===== src/rtl/ccmv_pkg.sv =====
// Purpose: Shared constants and types for the call-mode and vector block
// Assumes: 14-bit program addresses, 8-bit program-memory bytes
// Notes: Vector byte 0 carries the bank-enable flags and the upper address bits
package ccmv_pkg;
    // Mode register
    localparam int MODE_REG_W = 4;
    localparam int MODE_SEL_BIT = 3;
    localparam logic [3:0] MODE_REG_RESET = 4'h8;
    // Program-memory layout
    localparam int ADDR_W = 14;
    localparam logic [13:0] RESET_VEC = 14'h0000;
    localparam logic [13:0] RESET_VEC_LAST = 14'h0001;
    localparam logic [13:0] IRQ_VEC_BASE = 14'h0002;
    localparam logic [13:0] IRQ_VEC_LAST = 14'h000d;
    localparam logic [13:0] TABLE_BASE = 14'h0020;
    localparam logic [13:0] TABLE_LAST = 14'h007f;
    localparam logic [2:0] IRQ_COUNT = 3'h6;
    localparam logic [5:0] TABLE_COUNT = 6'h30;
    // Vector byte 0 field positions
    localparam int VEC_MEM_BANK_BIT = 7;
    localparam int VEC_REG_BANK_BIT = 6;
    // Stack bytes per call
    localparam logic [1:0] PUSH_LEGACY = 2'h2;
    localparam logic [1:0] PUSH_EXT = 2'h3;
    // Machine cycles per instruction
    localparam logic [2:0] CYC_LONG_LEGACY = 3'h3;
    localparam logic [2:0] CYC_LONG_EXT = 3'h4;
    localparam logic [2:0] CYC_FAST_LEGACY = 3'h2;
    localparam logic [2:0] CYC_FAST_EXT = 3'h3;
    localparam logic [2:0] CYC_FAR = 3'h3;
    localparam logic [2:0] CYC_OTHER = 3'h1;

    typedef enum logic [2:0] {OP_OTHER, OP_CALL_LONG, OP_CALL_FAST, OP_FAR_BR, OP_FAR_CALL}
        ccmv_op_e;
    typedef enum logic [1:0] {FK_RESET, FK_IRQ, FK_TABLE} ccmv_fetch_e;
endpackage


===== src/rtl/ccmv_fetch_if.sv =====
// Purpose: Carries fetch requests between sequencer and address generator
// Assumes: One clock domain
// Notes: load starts a two-byte fetch, step moves to the second byte
`timescale 1ns/1ps
interface ccmv_fetch_if;
    import ccmv_pkg::*;
    ccmv_fetch_e kind;
    logic [5:0] idx;
    logic load;
    logic step;
    logic [13:0] addr;
    modport gen (input kind, input idx, input load, input step, output addr);
    modport ctl (output kind, output idx, output load, output step, input addr);
endinterface // ccmv_fetch_if


===== src/rtl/ccmv_addr_gen.sv =====
// Purpose: Program-memory address generator for vectors and table entries
// Assumes: Index ranges are limited by the sequencer
// Notes: Each entry is two bytes, so the index is doubled
`timescale 1ns/1ps
module ccmv_addr_gen
(
    input wire logic sys_clk,
    input wire logic rst_n,
    input wire logic clkEn,
    ccmv_fetch_if.gen fIf
);
    import ccmv_pkg::*;

    logic [13:0] addr_r;
    logic [13:0] baseAddr;
    logic [13:0] irqOff;
    logic [13:0] tblOff;

    // Entry base from fetch kind
    assign irqOff = {7'h00, fIf.idx, 1'b0};
    assign tblOff = {7'h00, fIf.idx, 1'b0};
    assign baseAddr = (fIf.kind == FK_IRQ) ? IRQ_VEC_BASE + irqOff :
                      (fIf.kind == FK_TABLE) ? TABLE_BASE + tblOff : RESET_VEC;
    assign fIf.addr = addr_r;

    // Address register
    always_ff @(posedge sys_clk or negedge rst_n)
    begin
        if (!rst_n)
            addr_r <= 14'h0000;
        else if (clkEn && fIf.load)
            addr_r <= baseAddr;
        else if (clkEn && fIf.step)
            addr_r <= addr_r + 14'h0001;
    end

    a_irq_vec_range: assert property (@(posedge sys_clk) disable iff (!rst_n)
        clkEn && fIf.load && fIf.kind == FK_IRQ |=> addr_r >= IRQ_VEC_BASE && addr_r < IRQ_VEC_LAST)
        else $error("interrupt vector outside its window");
    a_table_range: assert property (@(posedge sys_clk) disable iff (!rst_n)
        clkEn && fIf.load && fIf.kind == FK_TABLE |=> addr_r >= TABLE_BASE && addr_r < TABLE_LAST)
        else $error("table fetch outside table area");
    a_reset_vec_addr: assert property (@(posedge sys_clk) disable iff (!rst_n)
        clkEn && fIf.load && fIf.kind == FK_RESET |=> addr_r == RESET_VEC)
        else $error("reset vector not at address zero");
endmodule // ccmv_addr_gen


===== src/rtl/ccmv_core.sv =====
// Purpose: Call-mode select, call timing and vector/table fetch sequencing
// Assumes: Requests and pins synchronous to sys_clk; ROM data valid with romAddr
// Notes: Mode is latched when an instruction is accepted
//
// Behaviour
// - Mode register bit 3 selects call mode
// - Calls push two or three stack bytes
// - Far branch and call need extended mode
// - Long call takes three or four cycles
// - Fast call takes two or three cycles
// - Reset sets mode bit, legacy mode
// - Mode register written whole, four bits
// - Reset fetches start vector at 0000H/0001H
// - Interrupts fetch vectors from 0002H-000DH
// - Table execute reads entries 0020H-007FH
// - One-byte table execute replaces longer instruction
// - System reset is active low
// - Sub-oscillator pin readable as test bit
`timescale 1ns/1ps
module ccmv_core
(
    input wire logic sys_clk,
    input wire logic rst_n,
    input wire logic clkEn,
    input wire logic modeWrEn,
    input wire logic [3:0] modeWrData,
    output logic [3:0] modeRdData,
    output logic legacyMode,
    input wire logic subOscIn,
    output logic subOscTestBit,
    input wire logic opValid,
    input wire ccmv_pkg::ccmv_op_e opKind,
    output logic opReady,
    output logic opFault,
    output logic [1:0] pushBytes,
    output logic [2:0] opCycles,
    output logic opBusy,
    output logic opDone,
    input wire logic irqReq,
    input wire logic [2:0] irqIdx,
    input wire logic tblReq,
    input wire logic [5:0] tblIdx,
    output logic [13:0] romAddr,
    input wire logic [7:0] romData,
    output logic vecValid,
    output logic [13:0] startPc,
    output logic regBankEnFlag,
    output logic memBankEnFlag,
    output logic tableValid,
    output logic [15:0] tableEntry
);
    import ccmv_pkg::*;

    typedef enum logic [2:0] {ST_BOOT, ST_IDLE, ST_FETCH0, ST_FETCH1, ST_EXEC} ccmv_state_e;

    ccmv_fetch_if fIf ();
    ccmv_state_e state_r;
    ccmv_state_e state_nxt;
    ccmv_fetch_e kind_r;
    logic [5:0] idx_r;
    logic [3:0] modeReg_r;
    logic [7:0] byte0_r;
    logic [2:0] cnt_r;
    logic [1:0] push_r;
    logic [2:0] cyc_r;
    logic fault_r;
    logic subOsc_r;
    logic vecValid_r;
    logic [13:0] startPc_r;
    logic regBankEn_r;
    logic memBankEn_r;
    logic tblValid_r;
    logic [15:0] tblEntry_r;
    logic modeLegacy;
    logic irqTake;
    logic tblTake;
    logic opTake;
    logic farOp;
    logic [2:0] opCycSel;
    logic [1:0] opPushSel;

    ccmv_addr_gen u_addr_gen
    (
        .sys_clk (sys_clk),
        .rst_n (rst_n),
        .clkEn (clkEn),
        .fIf (fIf)
    );

    assign modeLegacy = modeReg_r[MODE_SEL_BIT];

    // Request arbitration, interrupt before table before instruction
    assign irqTake = (state_r == ST_IDLE) && irqReq && (irqIdx < IRQ_COUNT);
    assign tblTake = (state_r == ST_IDLE) && !irqTake && tblReq && (tblIdx < TABLE_COUNT);
    assign opTake = (state_r == ST_IDLE) && !irqReq && !tblReq && opValid;
    assign farOp = (opKind == OP_FAR_BR) || (opKind == OP_FAR_CALL);

    assign opCycSel = (opKind == OP_CALL_LONG) ? (modeLegacy ? CYC_LONG_LEGACY : CYC_LONG_EXT) :
                      (opKind == OP_CALL_FAST) ? (modeLegacy ? CYC_FAST_LEGACY : CYC_FAST_EXT) :
                      farOp ? CYC_FAR : CYC_OTHER;
    assign opPushSel = (opKind == OP_CALL_LONG || opKind == OP_CALL_FAST || opKind == OP_FAR_CALL)
                       ? (modeLegacy ? PUSH_LEGACY : PUSH_EXT) : 2'h0;

    // Fetch control toward the address generator
    assign fIf.kind = (state_r == ST_BOOT) ? FK_RESET : (irqTake ? FK_IRQ : FK_TABLE);
    assign fIf.idx = irqTake ? {3'h0, irqIdx} : tblIdx;
    assign fIf.load = (state_r == ST_BOOT) || irqTake || tblTake;
    assign fIf.step = (state_r == ST_FETCH0);

    // Next state
    always_comb
    begin
        state_nxt = state_r;
        case (state_r)
            ST_BOOT: state_nxt = ST_FETCH0;
            ST_IDLE:
            begin
                if (irqTake || tblTake)
                    state_nxt = ST_FETCH0;
                // far ops refused in legacy mode
                else if (opTake && !(farOp && modeLegacy))
                    state_nxt = ST_EXEC;
            end
            ST_FETCH0: state_nxt = ST_FETCH1;
            ST_FETCH1: state_nxt = ST_IDLE;
            ST_EXEC: state_nxt = (cnt_r == 3'h1) ? ST_IDLE : ST_EXEC;
            default: state_nxt = ST_IDLE;
        endcase
    end

    // boot state fetches the reset vector
    always_ff @(posedge sys_clk or negedge rst_n)
    begin
        if (!rst_n)
            state_r <= ST_BOOT;
        else if (clkEn)
            state_r <= state_nxt;
    end

    always_ff @(posedge sys_clk or negedge rst_n)
    begin
        if (!rst_n)
            modeReg_r <= MODE_REG_RESET;
        else if (clkEn && modeWrEn)
            modeReg_r <= modeWrData;
    end

    always_ff @(posedge sys_clk or negedge rst_n)
    begin
        if (!rst_n)
        begin
            cnt_r <= 3'h0;
            push_r <= 2'h0;
            cyc_r <= 3'h0;
            fault_r <= 1'b0;
        end
        else if (clkEn)
        begin
            fault_r <= opTake && farOp && modeLegacy;
            if (opTake && !(farOp && modeLegacy))
            begin
                cnt_r <= opCycSel;
                push_r <= opPushSel;
                cyc_r <= opCycSel;
            end
            else if (state_r == ST_EXEC)
                cnt_r <= cnt_r - 3'h1;
        end
    end

    // Fetch capture; handler vector, table entry
    always_ff @(posedge sys_clk or negedge rst_n)
    begin
        if (!rst_n)
        begin
            kind_r <= FK_RESET;
            byte0_r <= 8'h00;
            vecValid_r <= 1'b0;
            tblValid_r <= 1'b0;
            startPc_r <= 14'h0000;
            regBankEn_r <= 1'b0;
            memBankEn_r <= 1'b0;
            tblEntry_r <= 16'h0000;
        end
        else if (clkEn)
        begin
            if (fIf.load)
                kind_r <= fIf.kind;
            if (state_r == ST_FETCH0)
                byte0_r <= romData;
            vecValid_r <= (state_r == ST_FETCH1) && (kind_r != FK_TABLE);
            tblValid_r <= (state_r == ST_FETCH1) && (kind_r == FK_TABLE);
            if (state_r == ST_FETCH1 && kind_r != FK_TABLE)
            begin
                startPc_r <= {byte0_r[5:0], romData};
                regBankEn_r <= byte0_r[VEC_REG_BANK_BIT];
                memBankEn_r <= byte0_r[VEC_MEM_BANK_BIT];
            end
            if (state_r == ST_FETCH1 && kind_r == FK_TABLE)
                tblEntry_r <= {byte0_r, romData};
        end
    end

    always_ff @(posedge sys_clk or negedge rst_n)
    begin
        if (!rst_n)
            subOsc_r <= 1'b0;
        else if (clkEn)
            subOsc_r <= subOscIn;
    end

    // Output drive
    assign modeRdData = modeReg_r;
    assign legacyMode = modeLegacy;
    assign subOscTestBit = subOsc_r;
    assign opReady = (state_r == ST_IDLE) && !irqReq && !tblReq;
    assign opFault = fault_r;
    assign pushBytes = push_r;
    assign opCycles = cyc_r;
    assign opBusy = (state_r == ST_EXEC);
    assign opDone = (state_r == ST_EXEC) && (cnt_r == 3'h1);
    assign romAddr = fIf.addr;
    assign vecValid = vecValid_r;
    assign startPc = startPc_r;
    assign regBankEnFlag = regBankEn_r;
    assign memBankEnFlag = memBankEn_r;
    assign tableValid = tblValid_r;
    assign tableEntry = tblEntry_r;

    a_mode_bit_map: assert property (@(posedge sys_clk) disable iff (!rst_n)
        legacyMode == modeRdData[3])
        else $error("mode output does not follow bit 3");
    a_push_bytes: assert property (@(posedge sys_clk) disable iff (!rst_n)
        clkEn && opTake && opKind == OP_CALL_LONG
        |=> pushBytes == ($past(modeLegacy) ? 2'h2 : 2'h3))
        else $error("wrong stack byte count");
    a_far_refused: assert property (@(posedge sys_clk) disable iff (!rst_n)
        clkEn && opTake && farOp && modeLegacy |=> opFault && !opBusy)
        else $error("far op ran in legacy mode");
    a_long_call_len: assert property (@(posedge sys_clk) disable iff (!rst_n)
        clkEn && opTake && opKind == OP_CALL_LONG && !modeLegacy
        ##1 clkEn [*4] |-> opDone && $past(opBusy, 3) && !$past(opDone, 1))
        else $error("extended long call not four cycles");
    a_fast_call_len: assert property (@(posedge sys_clk) disable iff (!rst_n)
        clkEn && opTake && opKind == OP_CALL_FAST && modeLegacy
        ##1 clkEn ##1 clkEn |-> opDone)
        else $error("legacy fast call not two cycles");
    a_reset_mode: assert property (@(posedge sys_clk)
        $rose(rst_n) |-> modeRdData == MODE_REG_RESET)
        else $error("mode register not legacy after reset");
    a_write_whole: assert property (@(posedge sys_clk) disable iff (!rst_n)
        clkEn && modeWrEn |=> modeRdData == $past(modeWrData))
        else $error("mode register write lost");
    a_mode_held: assert property (@(posedge sys_clk) disable iff (!rst_n)
        opBusy && $past(opBusy) |-> $stable(pushBytes) && $stable(opCycles))
        else $error("running instruction changed timing");
    a_vec_capture: assert property (@(posedge sys_clk) disable iff (!rst_n)
        clkEn && irqTake ##1 clkEn ##1 clkEn |=> vecValid)
        else $error("interrupt vector not delivered");
    a_test_bit: assert property (@(posedge sys_clk) disable iff (!rst_n)
        clkEn |=> subOscTestBit == $past(subOscIn))
        else $error("test bit does not follow pin");
endmodule // ccmv_core


===== config.mk =====
export PLATFORM = sky130hd
export DESIGN_NAME = ccmv_core
export DESIGN_NICKNAME = d
export VERILOG_FILES = /design/src/rtl/ccmv_pkg.sv /design/src/rtl/ccmv_fetch_if.sv /design/src/rtl/ccmv_addr_gen.sv /design/src/rtl/ccmv_core.sv
export SDC_FILE = /design/constraint.sdc
export NUM_CORES = 1
export LEC_CHECK = 0
export BUFFER_PORTS_ARGS = -buffer_cell sky130_fd_sc_hd__buf_2
export CORE_MARGIN = 2
export CORE_UTILIZATION = 50
export DETAILED_ROUTE_END_ITERATION = 8
export PLACE_DENSITY = 0.81
export SYNTH_ARGS = -nofsm -noshare
export SYNTH_HDL_FRONTEND = slang
export SYNTH_HIERARCHICAL = 1
export SYNTH_SLANG_ARGS = --single-unit

===== constraint.sdc =====
create_clock -name sys_clk -period 4.3 [get_ports sys_clk]
set_clock_uncertainty 0.05 [all_clocks]
set_input_delay 0.645 -clock sys_clk [delete_from_list [all_inputs] [get_ports sys_clk]]
set_output_delay 0.645 -clock sys_clk [all_outputs]
set_load 0.01 [all_outputs]

; Word level (Yosys, flattened, before mapping)
; Cells that the tools add are included.
[word_totals]
ff_bits = 75
[classes]
add_sub_neg = 4
order_cmp = 2
n_eq_ne = 14
muxes = 20
reduce_logical = 38
[op_table]
columns = operator, n
row1 = $mux W14, 4
row2 = $mux W3, 7
row3 = $logic_and A1 B1 Y1, 18
row4 = $add A14 B1 Y14 const B, 1
row5 = $reduce_and A2 Y1, 7
row6 = $eq A3 B2 Y1 const B, 4
row7 = $pmux W3 S4, 1
row8 = $mux W2, 5
row9 = $eq A3 B1 Y1 const B, 3
row10 = $add A2 B7 Y8 const A, 1
row11 = $add A6 B7 Y8 const A, 1
row12 = $eq A3 B3 Y1 const B, 2
row13 = $logic_or A1 B1 Y1, 6
row14 = $lt A6 B6 Y1 const B, 1
row15 = $mux W6, 1
row16 = $eq A2 B2 Y1 const B, 2
row17 = $logic_not A1 Y1, 4
row18 = $reduce_bool A2 Y1, 2
row19 = $logic_not A3 Y1, 1
row20 = $lt A3 B3 Y1 const B, 1
row21 = $ne A3 B1 Y1 const B, 1
row22 = $sub A3 B1 Y3 const B, 1
row23 = $eq A2 B1 Y1 const B, 1
row24 = $mux W1, 2
row25 = $ne A2 B2 Y1 const B, 1

; Logic depth before layout (Yosys ltp)
; Gate-level depths: netlist of the first run.
[depth]
word_depth = 10
depth_mapped = 13

; Modules after synthesis
; The synthesis of the first run kept the hierarchy.
[by_module_without_submodules]
columns = mod, instances, cells_each, area_each_um2
row1 = ccmv_core, 1, 224, 2750.1
row2 = ccmv_addr_gen, 1, 102, 890.9

; Worst setup path after synthesis of the first run
; No wires, ideal clock.
[synth_path]
kind = in2reg
startpoint = input irqIdx[1]
endpoint = register u_addr_gen.addr_r[6], in the netlist u_addr_gen/fIf.addr[6]
arrival_time_ps = 2244
slack_ps = 1920
stages = 10
path_cell_list = nand2_1 > nand2_1 > or2_2 > clkbuf_1 > inv_1 > nand2_1 > nand2_1 > nand3_1 > or4_1 > a32oi_1
[synth_rtl]
columns = element, line_no
row1 = from (decl), ccmv_core.sv:40  ; input wire logic [2:0] irqIdx,
row2 = $lt A3 B3 Y1 *, ccmv_core.sv:93  ; assign irqTake = (state_r == ST_IDLE) && irqReq && (irqIdx < IRQ_COUNT);
row3 = $logic_and A1 B1 Y1 *, ccmv_core.sv:93
row4 = $mux W2 * (2 in series), ccmv_core.sv:105  ; assign fIf.kind = (state_r == ST_BOOT) ? FK_RESET : (irqTake ? FK_IRQ : FK_TABLE);
row5 = via fIf.kind[0], ccmv_fetch_if.sv:7  ; ccmv_fetch_e kind;
row6 = $eq A2 B2 Y1, ccmv_addr_gen.sv:23  ; (fIf.kind == FK_TABLE) ? TABLE_BASE + tblOff : RESET_VEC;
row7 = $mux W14, ccmv_addr_gen.sv:23
row8 = $mux W14 *, ccmv_addr_gen.sv:22  ; assign baseAddr = (fIf.kind == FK_IRQ) ? IRQ_VEC_BASE + irqOff :
row9 = $mux W14 *, ccmv_addr_gen.sv:31  ; else if (clkEn && fIf.load)
row10 = to (signal assigned), ccmv_addr_gen.sv:32  ; addr_r <= baseAddr;
row11 = to (signal assigned), ccmv_addr_gen.sv:34  ; addr_r <= addr_r + 14'h0001;
row12 = to (decl), ccmv_addr_gen.sv:14  ; logic [13:0] addr_r;
; Mark *: on every way through the listed nets, which the timed path passes. The rest lies on a longest branch.
; A chain may end at the register's enable or synchronous reset.

; Final worst setup path of the first run
[layout_path]
startpoint = register state_r[0]
endpoint = register u_addr_gen.addr_r[6], in the netlist u_addr_gen/fIf.addr[6]
[layout_rtl]
columns = element, line_no
row1 = from (decl), ccmv_core.sv:57  ; ccmv_state_e state_r;
row2 = from (signal assigned), ccmv_core.sv:137  ; state_r <= state_nxt;
row3 = $eq A3 B1 Y1, ccmv_core.sv:93
row4 = $logic_and A1 B1 Y1 (2 in series), ccmv_core.sv:93
row5 = $mux W2, ccmv_core.sv:105
row6 = $mux W2 *, ccmv_core.sv:105
row7 = via fIf.kind[0], ccmv_fetch_if.sv:7
row8 = $eq A2 B2 Y1, ccmv_addr_gen.sv:23
row9 = $mux W14, ccmv_addr_gen.sv:23
row10 = $mux W14 *, ccmv_addr_gen.sv:22
row11 = $mux W14 *, ccmv_addr_gen.sv:31
; Marks and branches as above.

==> summary.md, run 1 <==
| Metric | Value |
|---|---|
| Status | `finished clean` |
| Vias/cell | `about 5.4` |
| Worst-Margin Slew | `0.919 ns` |
| DR iter-0 viols | `about 140` |
| Final setup viols | `0` |
| Critical Path AT | `~2.8 ns` |
| Cell variety after synth | `52` |
| Vias in the first global route | `approximately 2.7k` |
| Maximum VDD drop | `263 uV` |
| Ant diodes | `0` |
| CP startpoint kind | `flop` |
| RSZ-0062 raised after global routing | `false` |
| Setup TNS | `0 ns` |
| Max-slew headroom | `0.387` |
| Required time of the worst setup path | `4.50 ns` |
| Post-CTS sizing | `0` |
| Layout area overhead | `19.6%` |
| Max clock buf depth | `2` |
| Fillers | `just over 600` |
| Pre-antenna DRT Iters | `4` |
| GRT Total Usage | `0.201` |
| Number of synthesized flops with an enable pin | `0` |
| Yosys synthesis warning count | `6` |
| DR vias | `2,803` |
| Antenna violations before repair | `0` |
| Number of nets with antenna violations after routing | `0` |
| DRC violations left | `0` |
| Hold buffer count at CTS | `0` |
| Area used by multi-input combinational logic | `0.00164 sq mm` |
| Leak | `2.10 nW` |
| DP HPWL | `5590 um` |
| Final Slew Violations | `0` |
| Total wire length | `just under 8000 um` |
| CP max FO | `9` |
| Area of the core | `0.00714 sq mm` |
| Leading cell types by count after synthesis | `dfrtp_1, mux2_2, nand2_1` |
| Clock period minus worst slack | `2.60 ns` |
| Final WS setup | `roughly 1.7 ns` |
| GP Congestion | `0.845` |
| Final core occ | `0.610` |
| Hold Vio Cnt, Final | `0` |
| Ranking of synthesized cells by area | `dfrtp_1, mux2_2, nand2_1, xnor2_1, o21ai_0` |
| Mapped Avg Cell Area | `11.2 sq um` |
| Total die area | `around 0.0080 sq mm` |
| R2R setup slack | `1.70 ns` |
| Top_reg_cell synth | `dfrtp_1` |
| Register bit total from synthesis | `75` |
| CTS clock-pin slew for the worst setup and hold paths | `0.08 ns` |
| Layout cells sized above 1 | `0.392` |
| FF-to-FF End | `u_addr_gen/fIf.addr[6]` |
| DP Worst Slack | `1.58 ns` |
| Top-level port count | `95` |
| Synth async-reset ratio | `1.00` |
| Maximum number of pins on one net before global-route repair | `76` |
| Synth Net Count | `363` |
| Die Wd | `89.3 um` |
| Num CTS Buffers | `9` |
| PD cells | `about 600 mW/mm^2` |
| Initial core utilization | `0.510` |
| Post-synthesis cell count | `around 330` |
| H-tree levels | `3` |
| Global route total overflow | `0` |
| Die height | `89.3 um` |
| Row cnt | `31` |
| Wire length per cell | `~15 um` |
| Clk_lat worst skew | `0.34 ns` |
| Fmax | `384 MHz` |
| Seq/Total Area, Yosys | `0.516` |
| Reg2Reg Depth | `9` |
| Global-route wire length before repair | `12,400 um` |
| Cell taking the most area after synthesis | `dfrtp_1` |
| Clock sinks | `75` |
| Post-CTS setup buffer count | `0` |
| Clock root buffer | `clkbuf_8` |
| Period Utilization, post-route | `0.605` |
| Share of the synthesized area in the top cell type | `0.509` |
| Final net count | `456` |
| Max-Cap Viols | `0` |
| Count leader, synth | `dfrtp_1` |
| I/O Buffers | `94` |
| Register area | `0.00188 sq mm` |
| Critical path class | `flop to flop` |
| R2R Path Start | `state_r[0]` |
| Hold WC Path Type | `input pin to asynchronous set/reset pin` |
| Post-Syn Area | `0.00364 sq mm` |
| CP Capture Type | `flop` |
| TritonCTS clock tree | `yes` |
[flip-flops by register name, indices dropped and copies added (netlist names), 3 cells and up]
signal / cells
startPc: 14
state_r: 3
opCycles: 3
cnt_r: 3
u_addr_gen/fIf.addr: 14
tableEntry: 16
modeRdData: 4
byte0_r: 8
[report_power, final]
part | switching (mW) | internal, mW
sequential | 0.206 | 0.988
combinational | 0.499 | 0.476
clock | 0.251 | 0.269
[metal layers]
metal	vias to the layer above	track usage	wire, um
met5	-	0	0
met4	0	0.0773	145
met3	14	0.0628	555
met2	94	0.332	3780
met1	1364	0.248	3270
li1	1331	-	-
[per-stage QoR]
stage	power (mW)	std cells	hold WS, ns	area, sq um
2_1_floorplan	1.80	326	0.299	3640
6_report	2.69	523	0.376	4360
5_1_grt	2.88	523	0.449	4360
3_3_place_gp	2.13	507	0.402	4160
3_5_place_dp	2.19	507	0.409	4160
4_1_cts	2.71	523	0.408	4360
[layout by cell type, fill, tap and decap left out, types with 2 or more instances in the layout]
master | synthesis | routed
mux2i_1 | 4 | 4
xnor2_1 | 11 | 11
nor2_1 | 14 | 14
ha_1 | 5 | 5
nand3_1 | 8 | 8
nand4_1 | 4 | 4
a22o_1 | 2 | 2
a21oi_1 | 15 | 15
o21ai_0 | 16 | 16
a221oi_1 | 2 | 2
a21boi_0 | 2 | 2
a21o_1 | 5 | 5
nor2b_1 | 3 | 3
clkbuf_8 | 0 | 9
inv_1 | 14 | 14
or4_1 | 2 | 2
xor2_1 | 2 | 2
or3_1 | 2 | 2
mux2_2 | 46 | 46
nor4_1 | 4 | 4
nand2_1 | 35 | 35
clkinv_2 | 0 | 2
nand2b_1 | 5 | 5
buf_2 | 3 | 93
dfrtp_1 | 74 | 74
o31ai_1 | 3 | 3
and2_1 | 5 | 5
nor3_1 | 7 | 7
and3_1 | 2 | 2
[how the worst max path moves through the flow]
stage,startpoint,to,slack (ns),cells past startpoint
after floorplan,irqIdx[1],u_addr_gen/fIf.addr[6],1.92,10
after global placement,clkEn,tableEntry[6],1.64,5
after detailed placement,clkEn,tableEntry[11],1.58,5
after CTS,state_r[0],u_addr_gen/fIf.addr[6],1.72,9
after global routing,state_r[0],u_addr_gen/fIf.addr[12],1.50,5
final,state_r[0],u_addr_gen/fIf.addr[6],1.70,9
[worst max-delay path: stages (launching register included)]
cell      delay (ns)
dfrtp_1         0.53
and2b_1         0.21
nand2b_1        0.10
or2_2           0.37
inv_1           0.17
nand2_1         0.07
nand2_1         0.12
nand3_1         0.17
or4_1           0.49
a32oi_1         0.22
[cells by family after synthesis]
group           count (synthesis)  share of synthesized area
compound gates                 55                      0.100
xor+xnor                       13                     0.0313
fa+ha+maj                       5                     0.0172
buf+inv                        26                     0.0350
flops                          75                      0.516
mux                            50                      0.153
simple gates                  102                      0.147
[final cells by class]
| cell class | count | share of cell area |
|---|---|---|
| sequential | 75 | 0.431 |
| clock inverter | 6 | 0.0149 |
| timing repair buffer | 94 | 0.109 |
| tap | 99 | 0.0284 |
| inverter | 14 | 0.0121 |
| clock buffer | 10 | 0.0293 |
| multi-input combinational | 225 | 0.375 |
Power figures use the tool's default switching activity.
==> inputs of run 2 (changes only) <==
--- a/config.mk
+++ b/config.mk
@@ -7,7 +7,7 @@
 export LEC_CHECK = 0
 export BUFFER_PORTS_ARGS = -buffer_cell sky130_fd_sc_hd__buf_2
 export CORE_MARGIN = 2
-export CORE_UTILIZATION = 50
+export CORE_UTILIZATION = 48
 export DETAILED_ROUTE_END_ITERATION = 8
 export PLACE_DENSITY = 0.81
 export SYNTH_ARGS = -nofsm -noshare
==> constraint.sdc (replaced) <==
create_clock -name sys_clk -period 2.15 [get_ports sys_clk]
set_clock_uncertainty 0.05 [all_clocks]
set_input_delay 0.3225 -clock sys_clk [delete_from_list [all_inputs] [get_ports sys_clk]]
set_output_delay 0.3225 -clock sys_clk [all_outputs]
set_load 0.01 [all_outputs]
==> summary.md, run 2 (same netlist as run 1, synthesis figures left out) <==
| Metric | Value |
|---|---|
| Status | `finished clean` |
| Critical path class | `flop to flop` |
| PD cells | `1190 mW/mm^2 (+93%)` |
| Antenna violations before repair | `0 (unchanged)` |
| TritonCTS clock tree | `yes` |
| Critical Path Max Stage Delay | `0.41 ns (-0.12 ns)` |
| Placed Cells | `517 (+2.0%)` |
| Slowest cell on the critical path | `or4_1` |
| Total wire length | `7770 um (+0.28%)` |
| DR iter-0 viols | `90 (-35%)` |
| Maximum number of pins on one net before global-route repair | `41 (-46%)` |
| CP startpoint kind | `flop` |
| Max-slew headroom | `0.683 (+0.296)` |
| Layout area overhead | `23.7%` |
| Clock sinks | `75 (unchanged)` |
| Ant diodes | `0 (unchanged)` |
| Critical Path, Cell by Cell | `buf_4, nor3b_1, buf_4, nand4_1, or3_1, or4_1, a21oi_1` |
| I/O Buffers | `94 (unchanged)` |
| CP delay by family, top | `simple AND/OR/NAND/NOR gates` |
| CP Capture Type | `flop` |
| Hold Vio Cnt, Final | `0 (unchanged)` |
| Final setup viols | `0 (unchanged)` |
| RSZ-0062 raised after global routing | `true` |
| Vias in the first global route | `2,822 (+3.3%)` |
| Setup TNS | `0 ns (unchanged)` |
| CP Buf/Inv Count | `2 (+1)` |
| Hold WC Path Type | `input pin to flop` |
| H-tree levels | `3 (unchanged)` |
| CTS clock-pin slew for the worst setup and hold paths | `0.08 ns (about the same)` |
| Max reg flops | `16 (unchanged)` |
| Top-level port count | `95 (unchanged)` |
| GP Congestion | `0.896 (+6.0%)` |
| Maximum VDD drop | `590 uV (+120%)` |
| GRT Total Usage | `0.191 (-0.00989)` |
| Final Slew Violations | `0 (unchanged)` |
| Clk_lat worst skew | `0.33 ns (about the same)` |
| Pre-antenna DRT Iters | `4 (unchanged)` |
| Period Utilization, post-route | `0.982 (+0.377)` |
| Number of nets with antenna violations after routing | `0 (unchanged)` |
| Die Wd | `91.1 um (+2.0%)` |
| Global route total overflow | `0 (unchanged)` |
| Initial core utilization | `0.499 (-0.0109)` |
| Worst-Margin Slew | `0.475 ns (-0.444 ns)` |
| Row cnt | `31 (unchanged)` |
| DRC violations left | `0 (unchanged)` |
| Wire length per cell | `14.5 um (-2.3%)` |
| Vias/cell | `5.31 (-0.90%)` |
| DP HPWL | `5790 um (+3.6%)` |
| Fmax | `474 MHz (+23%)` |
| Clock root buffer | `clkbuf_8` |
| DR vias | `2,852 (+1.7%)` |
| Critical Path AT | `2.31 ns (-0.49 ns)` |
| Fin cells | `537 (+2.7%)` |
| Num CTS Buffers | `9 (unchanged)` |
| Global-route wire length before repair | `13,000 um (+4.7%)` |
| Layout cells sized above 1 | `0.434 (+0.0423)` |
| Clock period minus worst slack | `2.11 ns (-0.491 ns)` |
| Max-Cap Viols | `0 (unchanged)` |
| CP most frequent cell | `buf_4` |
| Most frequent cells in the layout | `buf_2, dfrtp_1, mux2_2` |
| Final net count | `470 (+3.1%)` |
| CP max FO | `7 (-2)` |
| Required time of the worst setup path | `2.35 ns (-2.15 ns)` |
| Total die area | `0.00830 sq mm (+4.0%)` |
| Max clock buf depth | `2 (unchanged)` |
| Area of the core | `0.00729 sq mm (+2.2%)` |
| Leak | `2.17 nW (+3.3%)` |
| Most common library cell in the layout ignoring fill and taps | `buf_2` |
| Die height | `91.1 um (+2.0%)` |
[run 2: through the flow]
stage          setup WS, ns  hold WS, ns  area, sq um  total power [mW]   util
6_report             0.0397        0.174         4500              5.38  0.618
5_1_grt             -0.0243        0.160         4500              5.77  0.618
4_1_cts              0.0339        0.160         4450              5.36  0.610
3_5_place_dp         0.0702        0.266         4270              4.43  0.585
3_3_place_gp          0.112        0.263         4270              4.34  0.585
2_1_floorplan        0.0164      -0.0231         3670              3.62      -
[run 2: worst reg2reg max path, cell delays in order (launching register included)]
cell	delay (ns)
dfrtp_1	0.34
buf_4	0.16
nor3b_1	0.22
buf_4	0.19
nand4_1	0.13
or3_1	0.37
or4_1	0.41
a21oi_1	0.15
[run 2: per-layer routing]
layer	part of all wire	wire, um	global-route usage
met5	0	0	0
met2	0.48	3740	0.314
met1	0.45	3470	0.250
met3	0.060	464	0.0465
met4	0.012	94	0.0644
[run 2: where the power goes]
group	leakage (nW)	switching (mW)	total, mW	internal, mW
Combinational	1.15	1.07	2.12	1.05
Sequential	0.929	0.357	2.33	1.98
Clock	0.0904	0.502	0.923	0.421
Total	2.17	1.93	5.38	3.45
[run 2: worst paths after layout]
| path | to | slack [ns] | depth (start not counted) | from |
|---|---|---|---|---|
| worst max-delay path | u_addr_gen/fIf.addr[12] | 0.04 | 7 | state_r[1] |
| worst max register to register | u_addr_gen/fIf.addr[12] | 0.04 | 7 | state_r[1] |
| max in group asynchronous | startPc[10] | 1.04 | 3 | rst_n |
| min in group asynchronous | u_addr_gen/fIf.addr[6] | 0.44 | 2 | rst_n |
| worst min-delay path | modeRdData[0] | 0.17 | 2 | modeWrData[0] |
| worst min register to register | opCycles[1] | 0.43 | 2 | opCycles[1] |
[run 2: area by class of cell]
type | count | area, sq um
Fill cell | 625 | 2790
Sequential cell | 75 | 1880
Multi-Input combinational cell | 225 | 1680
Timing Repair Buffer | 108 | 593
Clock buffer | 10 | 128
Tap cell | 99 | 124
Inverter | 14 | 55.1
Clock inverter | 6 | 41.3
[run 2: what timing repair did]
item | CTS | global route
resized for setup | 0 | 10
hold buffers | 1 | 0
endpoints found under the setup margin | 0 | 8
hold endpoints to repair | 34 | 0
setup buffers | 0 | 3
==> inputs of run 3 (changes only) <==
--- a/config.mk
+++ b/config.mk
@@ -6,6 +6,7 @@
 export NUM_CORES = 1
 export LEC_CHECK = 0
 export BUFFER_PORTS_ARGS = -buffer_cell sky130_fd_sc_hd__buf_2
+export CORE_ASPECT_RATIO = 1.25
 export CORE_MARGIN = 2
 export CORE_UTILIZATION = 48
 export DETAILED_ROUTE_END_ITERATION = 8
==> summary.md, run 3 (same netlist as run 1, synthesis figures left out) <==
| Metric | Value |
|---|---|
| Setup crit start | `state_r[1]` |
| GP Congestion | `0.818 (-8.6%)` |
| Total die area | `0.00830 sq mm (about the same)` |
| Global route total overflow | `0 (unchanged)` |
| Max clock buf depth | `2 (unchanged)` |
| Final Slew Violations | `0 (unchanged)` |
| Status | `finished clean` |
| Clock root buffer | `clkbuf_8` |
| Post-DP Area | `0.00427 sq mm (+0.15%)` |
| Fmax | `487 MHz (+2.7%)` |
| Final Cell Area | `0.00454 sq mm (+0.86%)` |
| Final net count | `472 (+0.43%)` |
| DRC violations left | `0 (unchanged)` |
| Hold WC Path Type | `input pin to flop` |
| Critical Path Max Stage Delay | `0.41 ns (about the same)` |
| Slowest cell on the critical path | `or4_1` |
| Clock period minus worst slack | `2.06 ns (-0.0553 ns)` |
| Clock sinks | `75 (unchanged)` |
| Most frequent cells in the layout | `buf_2, dfrtp_1, mux2_2` |
| Critical Path, Cell by Cell | `and2b_1, nand2b_1, or2_4, inv_4, nand2_1, nand2_2, nand3_2, or4_1, a32oi_1` |
| CP startpoint kind | `flop` |
| Total wire length | `7870 um (+1.3%)` |
| Row cnt | `35 (+13%)` |
| Clk_lat worst skew | `0.35 ns (+0.02 ns)` |
| RSZ-0062 raised after global routing | `true` |
| Vias in the first global route | `2,814 (-0.28%)` |
| CP Buf/Inv Count | `1 (-1)` |
| I/O Buffers | `94 (unchanged)` |
| CP max FO | `8 (+1)` |
| Clock share of power | `0.200 (+0.028)` |
| Worst-Margin Slew | `0.443 ns (-0.0322 ns)` |
| Critical Path AT | `2.27 ns (-0.04 ns)` |
| Antenna violations before repair | `0 (unchanged)` |
| Max-Cap Viols | `0 (unchanged)` |
| Pre-antenna DRT Iters | `4 (unchanged)` |
| Number of nets with antenna violations after routing | `0 (unchanged)` |
| Reg power frac | `0.420 (-0.014)` |
| Comb power frac | `0.380 (-0.014)` |
| P_sw | `1.99 mW (+3.3%)` |
| Num CTS Buffers | `9 (unchanged)` |
| Fillers | `619 (-0.96%)` |
| Max reg flops | `16 (unchanged)` |
| R2R Path Start | `state_r[1]` |
| Die height | `101 um (+11%)` |
| Register area | `0.00188 sq mm (unchanged)` |
| Vias/cell | `5.31 (about the same)` |
| Critical path class | `flop to flop` |
| Switching Share | `0.357 (-0.00127)` |
| Ant diodes | `0 (unchanged)` |
| Area of the core | `0.00736 sq mm (+0.89%)` |
| CTS clock-pin slew for the worst setup and hold paths | `0.08 ns (about the same)` |
| Initial core utilization | `0.495 (-0.00442)` |
| Layout area overhead | `24.8%` |
| DP HPWL | `5770 um (-0.29%)` |
| Hold Vio Cnt, Final | `0 (unchanged)` |
| Max-slew headroom | `0.702 (+0.0183)` |
| Setup TNS | `0 ns (unchanged)` |
| Layout cells sized above 1 | `0.436 (+0.00257)` |
| Final core occ | `0.618 (about the same)` |
| DR vias | `2,823 (-1.0%)` |
| Leak | `2.19 nW (+0.96%)` |
| Period Utilization, post-route | `0.956 (-0.0257)` |
| CP delay by family, top | `simple AND/OR/NAND/NOR gates` |
| Final setup viols | `0 (unchanged)` |
| Startpoint of the worst hold path | `modeWrData[2]` |
| Die Wd | `81.9 um (-10%)` |
| TritonCTS clock tree | `yes` |
| DR iter-0 viols | `137 (+52%)` |
| Area used by multi-input combinational logic | `0.00168 sq mm (-0.22%)` |
| Wire length per cell | `14.8 um (+2.3%)` |
| Top-level port count | `95 (unchanged)` |
| GRT Total Usage | `0.203 (+0.0117)` |
| Int Pwr | `3.59 mW (+3.9%)` |
| Global-route wire length before repair | `12,900 um (-0.69%)` |
| Most common library cell in the layout ignoring fill and taps | `buf_2` |
| Maximum number of pins on one net before global-route repair | `46 (+12%)` |
| CP Capture Type | `flop` |
| H-tree levels | `3 (unchanged)` |
| PD cells | `1230 mW/mm^2 (+2.8%)` |
| Maximum VDD drop | `758 uV (+28%)` |
| Required time of the worst setup path | `2.36 ns (about the same)` |
[run 3: worst paths after layout]
path / slack, ns / endpoint / cells past startpoint
hold reg to reg: 0.44 / opCycles[2] / 2
max in group asynchronous: 1.08 / startPc[9] / 3
setup reg to reg: 0.09 / u_addr_gen/fIf.addr[6] / 9
hold / removal: 0.16 / modeRdData[2] / 2
setup / recovery: 0.09 / u_addr_gen/fIf.addr[6] / 9
min in group asynchronous: 0.41 / u_addr_gen/fIf.addr[13] / 2
[run 3: timing repair]
| action | in CTS | in global routing |
|---|---|---|
| hold endpoints to repair | 29 | 0 |
| resized for setup | 0 | 7 |
| setup endpoints to repair | 0 | 7 |
| hold buffers | 1 | 0 |
| buffers inserted | 0 | 3 |
[run 3: final cells by class]
cell class,count,area share
clock buffer,9,0.0273
clock inverter,7,0.0179
inverter,14,0.0121
multi-input combinational,225,0.370
sequential,75,0.414
tap,92,0.0253
timing repair buffer,110,0.134
[run 3: through the flow]
step,hold slack (ns),cells,worst slack (ns),power (mW)
global placement,0.229,512,0.0915,4.36
global route,0.145,532,-0.0165,5.98
floorplan,-0.0231,326,0.0164,3.62
finish,0.156,532,0.0950,5.58
detailed placement,0.237,512,0.0647,4.46
CTS,0.138,529,0.0688,5.59
[run 3: worst register-to-register path, cell delays in order (launching register included)]
cell and delay (ns):
dfrtp_1 0.38, and2b_1 0.23, nand2b_1 0.09, or2_4 0.30, inv_4 0.09, nand2_1 0.06
nand2_2 0.10, nand3_2 0.10, or4_1 0.41, a32oi_1 0.18
[run 3: power by group through the flow]
stage	clock network, mW	logic [mW]	registers, mW
global route	1.21	2.34	2.43
finish	1.12	2.12	2.34
CTS	1.15	2.10	2.35
detailed placement	0	2.08	2.37
floorplan	0	1.10	2.52
global placement	0	2.02	2.33
[run 3: per-layer routing]
metal  wire length (um)  GRT usage
met5                  0          0
met4                150     0.0962
met3                401     0.0365
met2               3940      0.340
met1               3380      0.252
